### config.mk
export PLATFORM = sky130hd
export DESIGN_NAME = pme_dma_engine
export DESIGN_NICKNAME = d
export VERILOG_FILES = /design/src/hdl/pme_pkg.sv /design/src/hdl/pme_fifo.sv /design/src/hdl/pme_pick.sv /design/src/hdl/pme_dma_engine.sv
export SDC_FILE = /design/constraint.sdc
export NUM_CORES = 2
export LEC_CHECK = 0
export BUFFER_PORTS_ARGS = -buffer_cell sky130_fd_sc_hd__buf_2
export CORE_MARGIN = 2
export CORE_UTILIZATION = 45
export DETAILED_ROUTE_END_ITERATION = 8
export PLACE_DENSITY_LB_ADDON = 0.08
export SLEW_MARGIN = 25
export SYNTH_ARGS = -nofsm -noshare
export SYNTH_HDL_FRONTEND = slang
export SYNTH_SLANG_ARGS = --single-unit
### constraint.sdc
create_clock -name mclk_i -period 6.95 [get_ports mclk_i]
set_input_delay 1.39 -clock mclk_i [delete_from_list [all_inputs] [get_ports mclk_i]]
set_output_delay 1.39 -clock mclk_i [all_outputs]
set_load 0.1 [all_outputs]
### src/hdl/pme_pkg.sv
// Purpose: Shared constants and types of the PCI/memory DMA engine.
// Assumes: 32-bit words, four register sets, one shared FIFO.
// Notes: Control word field positions match the software view.
package pme_pkg;
    localparam int PME_SETS       = 4;   // Register sets
    localparam int PME_FIFO_WORDS = 8;   // FIFO depth in words
    localparam int PME_HALF_WORDS = 4;   // Half-full threshold
    localparam int PME_REC_WORDS  = 4;   // Words in one chained record
    localparam int CTL_SIZE_MSB   = 19;  // Byte count field top bit
    localparam int CTL_DRST       = 24;  // Channel reset
    localparam int CTL_MIO        = 25;  // PCI memory (1) or I/O (0)
    localparam int CTL_INC        = 26;  // Increment PCI address
    localparam int CTL_SU         = 27;  // Suspend
    localparam int CTL_GO         = 28;  // Start
    localparam int CTL_DIR        = 29;  // 1: PCI to memory
    localparam int CTL_IE         = 30;  // Completion event enable
    localparam logic [20:0] PME_MAX_BYTES = 21'h100000; // Count of zero
    localparam logic [31:0] PME_CTRL_RST  = 32'h0000_0000;
    localparam logic [31:0] PME_ADDR_RST  = 32'h0000_0000;
    localparam logic [1:0]  PME_ERR_MABORT = 2'h1; // Master abort code
    localparam logic [1:0]  PME_ERR_TABORT = 2'h2; // Target abort code
    typedef enum logic [4:0] {
        S_IDLE  = 5'b00001,
        S_GAP   = 5'b00010,
        S_FETCH = 5'b00100,
        S_RUN   = 5'b01000,
        S_DONE  = 5'b10000
    } pme_state_t;
endpackage

### src/hdl/pme_fifo.sv
// Purpose: Flop-based word FIFO shared by both directions.
// Assumes: DEPTH is a power of two; caller never pushes when full.
// Notes: flush_i empties it between transfers.
module pme_fifo import pme_pkg::*; #(
    parameter int WIDTH = 32,
    parameter int DEPTH = PME_FIFO_WORDS,
    parameter int LW    = $clog2(DEPTH) + 1
) (
    input  wire logic             mclk_i,
    input  wire logic             reset_n_i,
    input  wire logic             flush_i,
    input  wire logic             push_i,
    input  wire logic [WIDTH-1:0] data_i,
    input  wire logic             pop_i,
    output logic      [WIDTH-1:0] data_o,
    output logic      [LW-1:0]    level_o,
    output logic                  full_o,
    output logic                  empty_o
);
    localparam int AW = $clog2(DEPTH);
    logic [WIDTH-1:0] store [DEPTH]; // Word storage
    logic [AW-1:0]    wr_ptr;        // Next write slot
    logic [AW-1:0]    rd_ptr;        // Head slot
    wire              do_push = push_i && !full_o;
    wire              do_pop  = pop_i && !empty_o;

    assign data_o  = store[rd_ptr];
    assign full_o  = (level_o == LW'(DEPTH));
    assign empty_o = (level_o == '0);

    // Storage write
    always_ff @(posedge mclk_i)
    begin
        if (do_push)
            store[wr_ptr] <= data_i;
    end

    // Pointers and fill level
    always_ff @(posedge mclk_i)
    begin
        if (!reset_n_i || flush_i)
        begin
            wr_ptr  <= '0;
            rd_ptr  <= '0;
            level_o <= '0;
        end
        else
        begin
            if (do_push)
                wr_ptr <= AW'(wr_ptr + 1'b1);
            if (do_pop)
                rd_ptr <= AW'(rd_ptr + 1'b1);
            if (do_push && !do_pop)
                level_o <= LW'(level_o + 1'b1);
            else if (do_pop && !do_push)
                level_o <= LW'(level_o - 1'b1);
        end
    end
endmodule

### src/hdl/pme_pick.sv
// Purpose: Round-robin choice of the next pending register set.
// Assumes: Purely combinational.
// Notes: The set just after last_i has the highest priority.
module pme_pick import pme_pkg::*; (
    input  wire logic [PME_SETS-1:0] pend_i,
    input  wire logic [1:0]          last_i,
    output logic                     found_o,
    output logic      [1:0]          idx_o
);
    // Scan farthest first so the nearest candidate wins
    always_comb
    begin
        logic [1:0] cand;
        cand    = last_i;
        found_o = 1'b0;
        idx_o   = last_i;
        for (int k = PME_SETS; k >= 1; k--)
        begin
            cand = 2'(last_i + 2'(k));
            if (pend_i[cand])
            begin
                found_o = 1'b1;
                idx_o   = cand;
            end
        end
    end
endmodule

### src/hdl/pme_dma_engine.sv
// Purpose: Four-set DMA engine between local memory and PCI through one FIFO.
// Assumes: pci_* inputs come from the PCI clock domain; memory port is on mclk_i.
// Notes: Memory and PCI start addresses share the same byte offset.
module pme_dma_engine import pme_pkg::*; #(
    parameter int FIFO_DEPTH = PME_FIFO_WORDS
) (
    input  wire logic                mclk_i,
    input  wire logic                reset_n_i,
    input  wire logic                cfg_wr_i,
    input  wire logic [1:0]          cfg_set_i,
    input  wire logic [31:0]         cfg_ctrl_i,
    input  wire logic [31:0]         cfg_maddr_i,
    input  wire logic [31:0]         cfg_paddr_i,
    input  wire logic [31:0]         cfg_next_i,
    input  wire logic [PME_SETS-1:0] chain_en_i,
    output logic      [31:0]         set_ctrl_o,
    output logic      [PME_SETS-1:0] busy_o,
    output logic      [20:0]         bytes_left_o,
    input  wire logic                cpu_mem_pend_i,
    input  wire logic                cpu_pci_pend_i,
    output logic                     mem_req_o,
    input  wire logic                mem_gnt_i,
    input  wire logic                mem_ack_i,
    input  wire logic                mem_single_i,
    output logic                     mem_we_o,
    output logic      [31:0]         mem_addr_o,
    output logic      [3:0]          mem_be_o,
    output logic      [31:0]         mem_wdata_o,
    input  wire logic [31:0]         mem_rdata_i,
    input  wire logic                pci_clk_i,
    output logic                     pci_req_o,
    input  wire logic                pci_gnt_i,
    input  wire logic                pci_ack_i,
    input  wire logic                pci_mabort_i,
    input  wire logic                pci_tabort_i,
    input  wire logic [31:0]         pci_rdata_i,
    output logic                     pci_we_o,
    output logic                     pci_mem_space_o,
    output logic      [31:0]         pci_addr_o,
    output logic      [3:0]          pci_be_o,
    output logic      [31:0]         pci_wdata_o,
    output logic                     pci_disc_o,
    output logic      [PME_SETS-1:0] done_o,
    output logic                     dma_err_o,
    output logic      [1:0]          bus_err_o,
    input  wire logic                err_clr_i
);
    localparam int LW = $clog2(FIFO_DEPTH) + 1;
    localparam logic [LW-1:0] HALF = LW'(PME_HALF_WORDS);

    pme_state_t  state, next_state;            // Channel sequencer
    logic [31:0] ctrl  [PME_SETS];             // Control words
    logic [31:0] maddr [PME_SETS];             // Memory start addresses
    logic [31:0] paddr [PME_SETS];             // PCI start addresses
    logic [31:0] nrec  [PME_SETS];             // Next record addresses
    logic [31:0] rec   [PME_REC_WORDS];        // Fetched record
    logic [1:0]  rec_cnt;                      // Record word index
    logic [1:0]  cur;                          // Active set
    logic [19:0] src_left, dst_left, tot;      // Word counters
    logic [31:0] cur_maddr, cur_paddr;         // Current addresses
    logic        dir;                          // Latched direction
    logic [1:0]  off0, endb;                   // First/last byte lanes
    logic        pci_hold, mem_hold;           // Released resources
    logic        pci_on, mem_on;               // Bursts in progress
    logic [36:0] ps1, ps2;                     // PCI-side synchroniser
    logic        pclk_q;                       // Last synced PCI clock
    logic [31:0] fifo_q;                       // FIFO head
    logic [LW-1:0] level;                      // FIFO fill level
    logic        full, empty, found;
    logic [1:0]  pick_idx;
    logic [PME_SETS-1:0] pend;

    // Decodes
    wire        run      = (state == S_RUN);
    wire        active   = (state != S_IDLE);
    wire [31:0] cur_ctrl = ctrl[cur];
    wire        su       = cur_ctrl[CTL_SU];
    wire [20:0] size     = (cur_ctrl[CTL_SIZE_MSB:0] == 20'h0) ? PME_MAX_BYTES
                           : {1'b0, cur_ctrl[CTL_SIZE_MSB:0]};
    wire [1:0]  off      = maddr[cur][1:0];
    wire [21:0] span     = 22'({1'b0, size}) + 22'(off) + 22'd3;
    wire [19:0] nwords   = span[21:2];
    wire [20:0] endpos   = 21'(size + 21'(off) - 21'd1);
    wire        chain_go = chain_en_i[cur] && (nrec[cur] != 32'h0);
    wire        pedge    = ps2[36] && !pclk_q;
    wire        pci_xfer = pedge && pci_req_o && ps2[35] && ps2[34];
    wire        abort_ev = run && pci_req_o && pedge && (ps2[33] || ps2[32]);
    wire        drst_ev  = run && cur_ctrl[CTL_DRST];
    wire        mem_xfer = mem_req_o && mem_gnt_i && mem_ack_i;
    wire        push     = run && (dir ? pci_xfer : mem_xfer);
    wire        pop      = run && (dir ? mem_xfer : pci_xfer);
    wire        src_x    = dir ? push : (run && mem_xfer);
    wire        dst_x    = pop;
    wire        drained  = pop && (level == LW'(1)) && !push;
    wire [LW-1:0] thr    = mem_single_i ? LW'(1) : HALF;
    wire        clr_go   = (state == S_DONE) || abort_ev || drst_ev;
    wire        ld_rec   = (state == S_FETCH) && mem_xfer && (rec_cnt == 2'(PME_REC_WORDS - 1));
    wire [3:0]  be_first = (dst_left == tot) ? 4'(4'hf << off0) : 4'hf;
    wire [3:0]  be_dst   = (dst_left == 20'h1) ? (be_first & 4'(4'hf >> (2'd3 - endb))) : be_first;

    // Port drives
    assign mem_req_o = (state == S_FETCH) || (run && (dir
                       ? (!empty && (mem_on || level >= HALF || src_left == 20'h0))
                       : (src_left != 20'h0 && !mem_hold && !full && !su)));
    assign pci_req_o = run && (dir
                       ? (src_left != 20'h0 && !pci_hold && !full && !su)
                       : (pci_on && !empty && !su));
    assign mem_we_o        = run && dir;
    assign mem_addr_o      = cur_maddr;
    assign mem_be_o        = dir ? be_dst : 4'hf;
    assign mem_wdata_o     = fifo_q;
    assign pci_addr_o      = cur_paddr;
    assign pci_be_o        = dir ? 4'hf : be_dst;
    assign pci_wdata_o     = fifo_q;
    assign pci_we_o        = !dir;
    assign pci_mem_space_o = cur_ctrl[CTL_MIO];
    assign busy_o          = active ? 4'(4'h1 << cur) : 4'h0;
    assign set_ctrl_o      = {busy_o[cfg_set_i], ctrl[cfg_set_i][30:0]};

    // Pending sets: start bit set and not being reset
    for (genvar g = 0; g < PME_SETS; g++)
    begin : g_set
        wire is_cur = active && (cur == 2'(g));
        assign pend[g] = ctrl[g][CTL_GO] && !ctrl[g][CTL_DRST];
        // Register set write, record load and hardware clears
        always_ff @(posedge mclk_i)
        begin
            if (!reset_n_i)
            begin
                ctrl[g]  <= PME_CTRL_RST;
                maddr[g] <= PME_ADDR_RST;
                paddr[g] <= PME_ADDR_RST;
                nrec[g]  <= PME_ADDR_RST;
            end
            else
            begin
                if (cfg_wr_i && cfg_set_i == 2'(g))
                begin
                    if (is_cur)
                    begin
                        // Running set: only suspend and reset apply
                        ctrl[g][CTL_SU]   <= cfg_ctrl_i[CTL_SU];
                        ctrl[g][CTL_DRST] <= cfg_ctrl_i[CTL_DRST];
                    end
                    else
                    begin
                        ctrl[g]  <= cfg_ctrl_i;
                        maddr[g] <= cfg_maddr_i;
                        paddr[g] <= cfg_paddr_i;
                        nrec[g]  <= cfg_next_i;
                    end
                end
                if (!is_cur && ctrl[g][CTL_DRST])
                begin
                    ctrl[g][CTL_GO]   <= 1'b0;
                    ctrl[g][CTL_DRST] <= 1'b0;
                end
                if (clr_go && is_cur)
                begin
                    ctrl[g][CTL_GO]   <= 1'b0;
                    ctrl[g][CTL_DRST] <= 1'b0;
                end
                if (ld_rec && is_cur)
                begin
                    ctrl[g]          <= rec[0];
                    ctrl[g][CTL_GO]  <= 1'b1;
                    maddr[g]         <= rec[1];
                    paddr[g]         <= rec[2];
                    nrec[g]          <= mem_rdata_i;
                end
            end
        end
    end

    pme_pick u_pick (
        .pend_i  (pend),
        .last_i  (cur),
        .found_o (found),
        .idx_o   (pick_idx)
    );

    pme_fifo #(.WIDTH(32), .DEPTH(FIFO_DEPTH)) u_fifo (
        .mclk_i    (mclk_i),
        .reset_n_i (reset_n_i),
        .flush_i   (state == S_GAP),
        .push_i    (push),
        .data_i    (dir ? ps2[31:0] : mem_rdata_i),
        .pop_i     (pop),
        .data_o    (fifo_q),
        .level_o   (level),
        .full_o    (full),
        .empty_o   ()
    );
    assign empty = (level == '0);

    // Two-flop crossing of all PCI-side inputs
    always_ff @(posedge mclk_i)
    begin
        if (!reset_n_i)
        begin
            ps1    <= '0;
            ps2    <= '0;
            pclk_q <= 1'b0;
        end
        else
        begin
            ps1    <= {pci_clk_i, pci_gnt_i, pci_ack_i, pci_mabort_i, pci_tabort_i, pci_rdata_i};
            ps2    <= ps1;
            pclk_q <= ps2[36];
        end
    end

    // Next state
    always_comb
    begin
        next_state = state;
        case (state)
            S_IDLE:  if (found) next_state = S_GAP;
            S_GAP:   if (!cpu_mem_pend_i && !cpu_pci_pend_i) next_state = S_RUN;
            S_FETCH: if (ld_rec) next_state = S_GAP;
            S_RUN:
                if (abort_ev || drst_ev)
                    next_state = S_IDLE;
                else if (dst_left == 20'h0)
                    next_state = S_DONE;
            S_DONE:  next_state = chain_go ? S_FETCH : S_IDLE;
            default: next_state = S_IDLE;
        endcase
    end

    // State, active set and record capture
    always_ff @(posedge mclk_i)
    begin
        if (!reset_n_i)
        begin
            state   <= S_IDLE;
            cur     <= 2'h0;
            rec_cnt <= 2'h0;
        end
        else
        begin
            state <= next_state;
            if (state == S_IDLE && found)
                cur <= pick_idx;
            if (state == S_DONE)
                rec_cnt <= 2'h0;
            else if (state == S_FETCH && mem_xfer)
            begin
                rec[rec_cnt] <= mem_rdata_i;
                rec_cnt      <= 2'(rec_cnt + 2'h1);
            end
        end
    end

    // Word, byte and address counters
    always_ff @(posedge mclk_i)
    begin
        if (!reset_n_i)
        begin
            src_left     <= 20'h0;
            dst_left     <= 20'h0;
            tot          <= 20'h0;
            bytes_left_o <= 21'h0;
            cur_maddr    <= PME_ADDR_RST;
            cur_paddr    <= PME_ADDR_RST;
            dir          <= 1'b0;
            off0         <= 2'h0;
            endb         <= 2'h0;
        end
        else if (state == S_GAP)
        begin
            src_left     <= nwords;
            dst_left     <= nwords;
            tot          <= nwords;
            bytes_left_o <= size;
            cur_maddr    <= {maddr[cur][31:2], 2'h0};
            cur_paddr    <= {paddr[cur][31:2], 2'h0};
            dir          <= cur_ctrl[CTL_DIR];
            off0         <= off;
            endb         <= endpos[1:0];
        end
        else if (state == S_DONE)
            cur_maddr <= {nrec[cur][31:4], 4'h0};
        else
        begin
            if (mem_xfer)
                cur_maddr <= 32'(cur_maddr + 32'h4);
            if (run && pci_xfer && cur_ctrl[CTL_INC])
                cur_paddr <= 32'(cur_paddr + 32'h4);
            if (src_x)
                src_left <= 20'(src_left - 20'h1);
            if (dst_x)
            begin
                dst_left     <= 20'(dst_left - 20'h1);
                bytes_left_o <= (bytes_left_o > 21'h4) ? 21'(bytes_left_o - 21'h4) : 21'h0;
            end
        end
    end

    // Bus holds and burst flags
    always_ff @(posedge mclk_i)
    begin
        if (!reset_n_i || !run)
        begin
            pci_hold   <= 1'b0;
            mem_hold   <= 1'b0;
            pci_on     <= 1'b0;
            mem_on     <= 1'b0;
            pci_disc_o <= 1'b0;
        end
        else
        begin
            if (full)
                {pci_hold, mem_hold} <= {dir, !dir};
            else if (level <= HALF)
                {pci_hold, mem_hold} <= 2'b00;
            mem_on <= dir && mem_req_o && !drained;
            if (!dir && pci_on && drained)
                pci_on <= 1'b0;
            else if (!dir && (level >= thr || (src_left == 20'h0 && !empty)))
                pci_on <= 1'b1;
            pci_disc_o <= !dir && pci_on && drained && (dst_left != 20'h1);
        end
    end

    // Completion and error events
    always_ff @(posedge mclk_i)
    begin
        if (!reset_n_i)
        begin
            done_o    <= 4'h0;
            dma_err_o <= 1'b0;
            bus_err_o <= 2'h0;
        end
        else
        begin
            done_o    <= (state == S_DONE && !chain_go && cur_ctrl[CTL_IE])
                         ? 4'(4'h1 << cur) : 4'h0;
            dma_err_o <= abort_ev;
            if (abort_ev)
                bus_err_o <= bus_err_o | (ps2[33] ? PME_ERR_MABORT : 2'h0)
                             | (ps2[32] ? PME_ERR_TABORT : 2'h0);
            else if (err_clr_i)
                bus_err_o <= 2'h0;
        end
    end
endmodule

==> impl_metrics.csv <==
group,metric,value,unit
power_and_ir_drop,peakVddDrop,0.240,mV
timing,fin_skew,0.0284,ns
floorplan,row_count,121,
timing,worst_hold_slack,0.428,ns
synthesis,synth_edf_count,848,
setup_path,criticalPathCategory,"flop to primary output",
synthesis,synth_top_area_share,51.2,%
timing,fmax,203,MHz
timing,period_share,71.0,%
setup_path,cpMaxStageDelayCell,"dfxtp_4",
floorplan,die_w,336,um
cts,cts_tree,"built",
power_and_ir_drop,p_per_area,344,nW/um^2
timing,finalSetupTns,0,ns
setup_path,arrival,3.55,ns
setup_path,cp_slowest_stage_delay,0.72,ns
synthesis,netlist-cell-type-count,90,
cts,hold_buffers,0,
route,drtPass1Iterations,6,
timing,slew_viol_final,0,
power_and_ir_drop,p_int,12.9,mW
power_and_ir_drop,p_total,19.6,mW
power_and_ir_drop,swShare,34.3,%
route,highest_layer,"met5",
route,drc,0,
setup_path,worst_path_most_repeated_cell,"a21oi_1",
route,drt_iter0_markers,3710,
setup_path,worstSetupEndpointType,"primary output",
route,wl_met3,17000,um
route,wl_met2,78900,um
synthesis,syn_area,49700,sq um
floorplan,die-height,336,um
timing,worst_slack,2.01,ns
final_layout,stdcell_area,56900,sq um
power_and_ir_drop,leakage,20.3,nW
cts,cts_resized,0,
hold_path,hold_class,"flop to flop",
route,wl_met1,66100,um
route,vias,34100,
cts,clk_latency,0.73,ns
final_layout,nets,3995,
synthesis,synth_flop_cell,"edfxtp_1",
power_and_ir_drop,p_seq_share,40.6,%
floorplan,initial_utilization,45.5,%
cts,postCtsSetupRepairBufs,0,
cts,cts_buffers,118,
grt,grt_max_degree,127,
synthesis,yosysSeqAreaShare,61.6,%
cts,clkTransAtPathRegs,0.06,ns
grt,first_global_vias,33200,
outcome,status,"finished clean",
setup_path,cp_max_fo,23,
timing,maxSlewHeadroom,13.5,%
synthesis,synth_top_area_cell,"edfxtp_1",
setup_path,start_kind,"flop",
floorplan,die-area,113000,sq um
flow_run,drv_cap,0,
timing,hold_violations,0,
grt,grt_remaining_overflow,0,
synthesis,ys_top_cells_by_area,"edfxtp_1 51%, dfxtp_1 10%, mux4_2 9.7%",
timing,fin_crit,4.94,ns
cts,root_buffer,"clkbuf_16",
place,dp_slack,2.07,ns
power_and_ir_drop,pwr-share-comb,27.6,%
final_layout,final_cell_mix,"848 x edfxtp_1, 499 x a22o_1, 408 x buf_2, 252 x dfxtp_1, 214 x mux4_2",
synthesis,yosysWarnings,0,
final_layout,drive_above_1_share,25.9,%
timing,rsz0062_at_grt,"no",
cts,htree_levels,3,
timing,setup_violations,0,
place,io_buffers,410,
timing,worst_slew_pin_slew,1.30,ns
grt,grt_usage,29.1,%
floorplan,core_area,109000,sq um
setup_path,crit_path_cell_trace,"mux4_2, nor4_1, a21oi_1, a21oi_1, nor2_1, inv_1, buf_2",
place,place_area,53100,sq um
power_and_ir_drop,clkPwrFrac,31.8,%
grt,grt_pass1_wl,237000,um
final_layout,area_growth_syn_to_layout,14.6,%
final_layout,final_common_cell,"edfxtp_1",
setup_path,critPathBufInv,2,
synthesis,synthCells,3455,
cts,clock_path_buffers,3,
synthesis,async_flop_share,0,%
synthesis,ys_ff_latch,1105,
route,ant_nets,0,
route,viasPerCell,6.37,
setup_path,cpLargestDelayFamily,"flip-flops",
place,dp_hpwl,103000,um
place,gp_congestion,0.882,
route,post_drt_wl_per_cell,31.1,um
synthesis,syn_avg_cell_area,14.4,sq um
grt,grt_antenna_before_repair,57,
route,routed_wl,167000,um
setup_path,worstPathRequired,5.56,ns
cts,clock_sinks,1105,
floorplan,num_io_pins,418,
power_and_ir_drop,power_switching,6.71,mW
[sequential cells by signal, indices dropped and copies added, names as in the netlist, 5 cells and up, named ones only]
name	count
bytes_left_o	21
ctrl	124
dst_left	20
maddr	128
mem_addr_o	30
nrec	128
paddr	120
pci_addr_o	30
ps1	37
ps2	37
rec	92
src_left	20
state	5
tot	20
u_fifo.store	256
[worst paths after layout]
| kind | slack (ns) | from | cells past startpoint | endpoint |
|---|---|---|---|---|
| hold / removal | 0.43 | ps1[5] | 1 | ps2[5] |
| setup reg to reg | 2.49 | flop | 8 | done_o[1] |
| hold reg to reg | 0.43 | ps1[5] | 1 | ps2[5] |
| setup / recovery | 2.01 | flop | 7 | mem_req_o |
[synth_stat cells (6+ instances only)]
| library cell | instances |
|---|---|
| a21oi_1 | 116 |
| inv_1 | 48 |
| xor2_1 | 40 |
| a22oi_1 | 14 |
| buf_2 | 48 |
| ha_1 | 27 |
| o22ai_1 | 19 |
| nand4_1 | 37 |
| mux4_2 | 214 |
| nand2_1 | 121 |
| a21o_1 | 7 |
| mux2_2 | 65 |
| and4_1 | 13 |
| xnor2_1 | 61 |
| o221a_2 | 15 |
| and3_1 | 21 |
| o211a_1 | 8 |
| buf_1 | 25 |
| dfxtp_1 | 257 |
| o21a_1 | 8 |
| mux2i_1 | 6 |
| o31ai_1 | 9 |
| a22o_1 | 499 |
| or2_2 | 7 |
| buf_4 | 43 |
| nor3b_1 | 6 |
| edfxtp_1 | 848 |
| and2_1 | 95 |
| nor2_1 | 152 |
| nor3_1 | 60 |
| or3_1 | 16 |
| nor2b_1 | 9 |
| a211oi_1 | 36 |
| o21ai_0 | 80 |
| nand3_1 | 55 |
| clkbuf_1 | 175 |
| nand2b_1 | 21 |
| nor4_1 | 40 |
| or4_1 | 7 |
| a31oi_1 | 27 |
[worst register-to-register path, cell delays in order, from the launching register on]
cell and delay, ns:
dfxtp_4 0.72, buf_12 0.54, mux4_2 0.85, nor4_1 0.60, nand4_1 0.17, o21ai_0 0.76
nand2_1 0.36, nor2_1 0.25, and2_1 0.15
[area by class of cell]
class / instances / area [sq um]
repair buffers: 472 / 2690
clock inverters: 49 / 485
fillers: 9092 / 52200
diodes: 23 / 57.6
inverters: 50 / 191
clock buffers: 177 / 3320
multi-input cells: 2008 / 17700
well taps: 1476 / 1850
flip-flops and latches: 1105 / 30600
[metal layers]
layer  global-route usage [%]  vias up
met2                     46.3     1677
li1                         -    14500
met4                     9.25       32
met5                        0        -
met1                     39.4    17700
met3                     7.24      291
[power groups by stage]
| stage | clock [mW] | sequential, mW | combinational [mW] |
|---|---|---|---|
| 5_1_grt | 6.56 | 8.00 | 5.72 |
| 2_1_floorplan | 0 | 8.57 | 3.27 |
| 6_report | 6.22 | 7.95 | 5.40 |
| 3_3_place_gp | 0 | 8.05 | 5.32 |
| 3_5_place_dp | 0 | 8.08 | 5.35 |
| 4_1_cts | 6.30 | 7.95 | 5.37 |
[metrics by stage]
step | utilization (%) | cells
after floorplan | - | 3458
after global placement | 48.6 | 5111
after detailed placement | 48.6 | 5111
after CTS | 52.1 | 5337
after global routing | 52.1 | 5349
final | 52.2 | 5360
[logic make-up after synthesis]
group           share of synthesized area [%]
fa+ha+maj                               0.740
simple gates                             7.29
other cells                           0.00755
buf+inv                                  3.12
compound gates                           14.2
mux                                      11.3
flops                                    61.6
xor+xnor                                 1.78
Note: power is estimated with default switching activity, not from simulation.
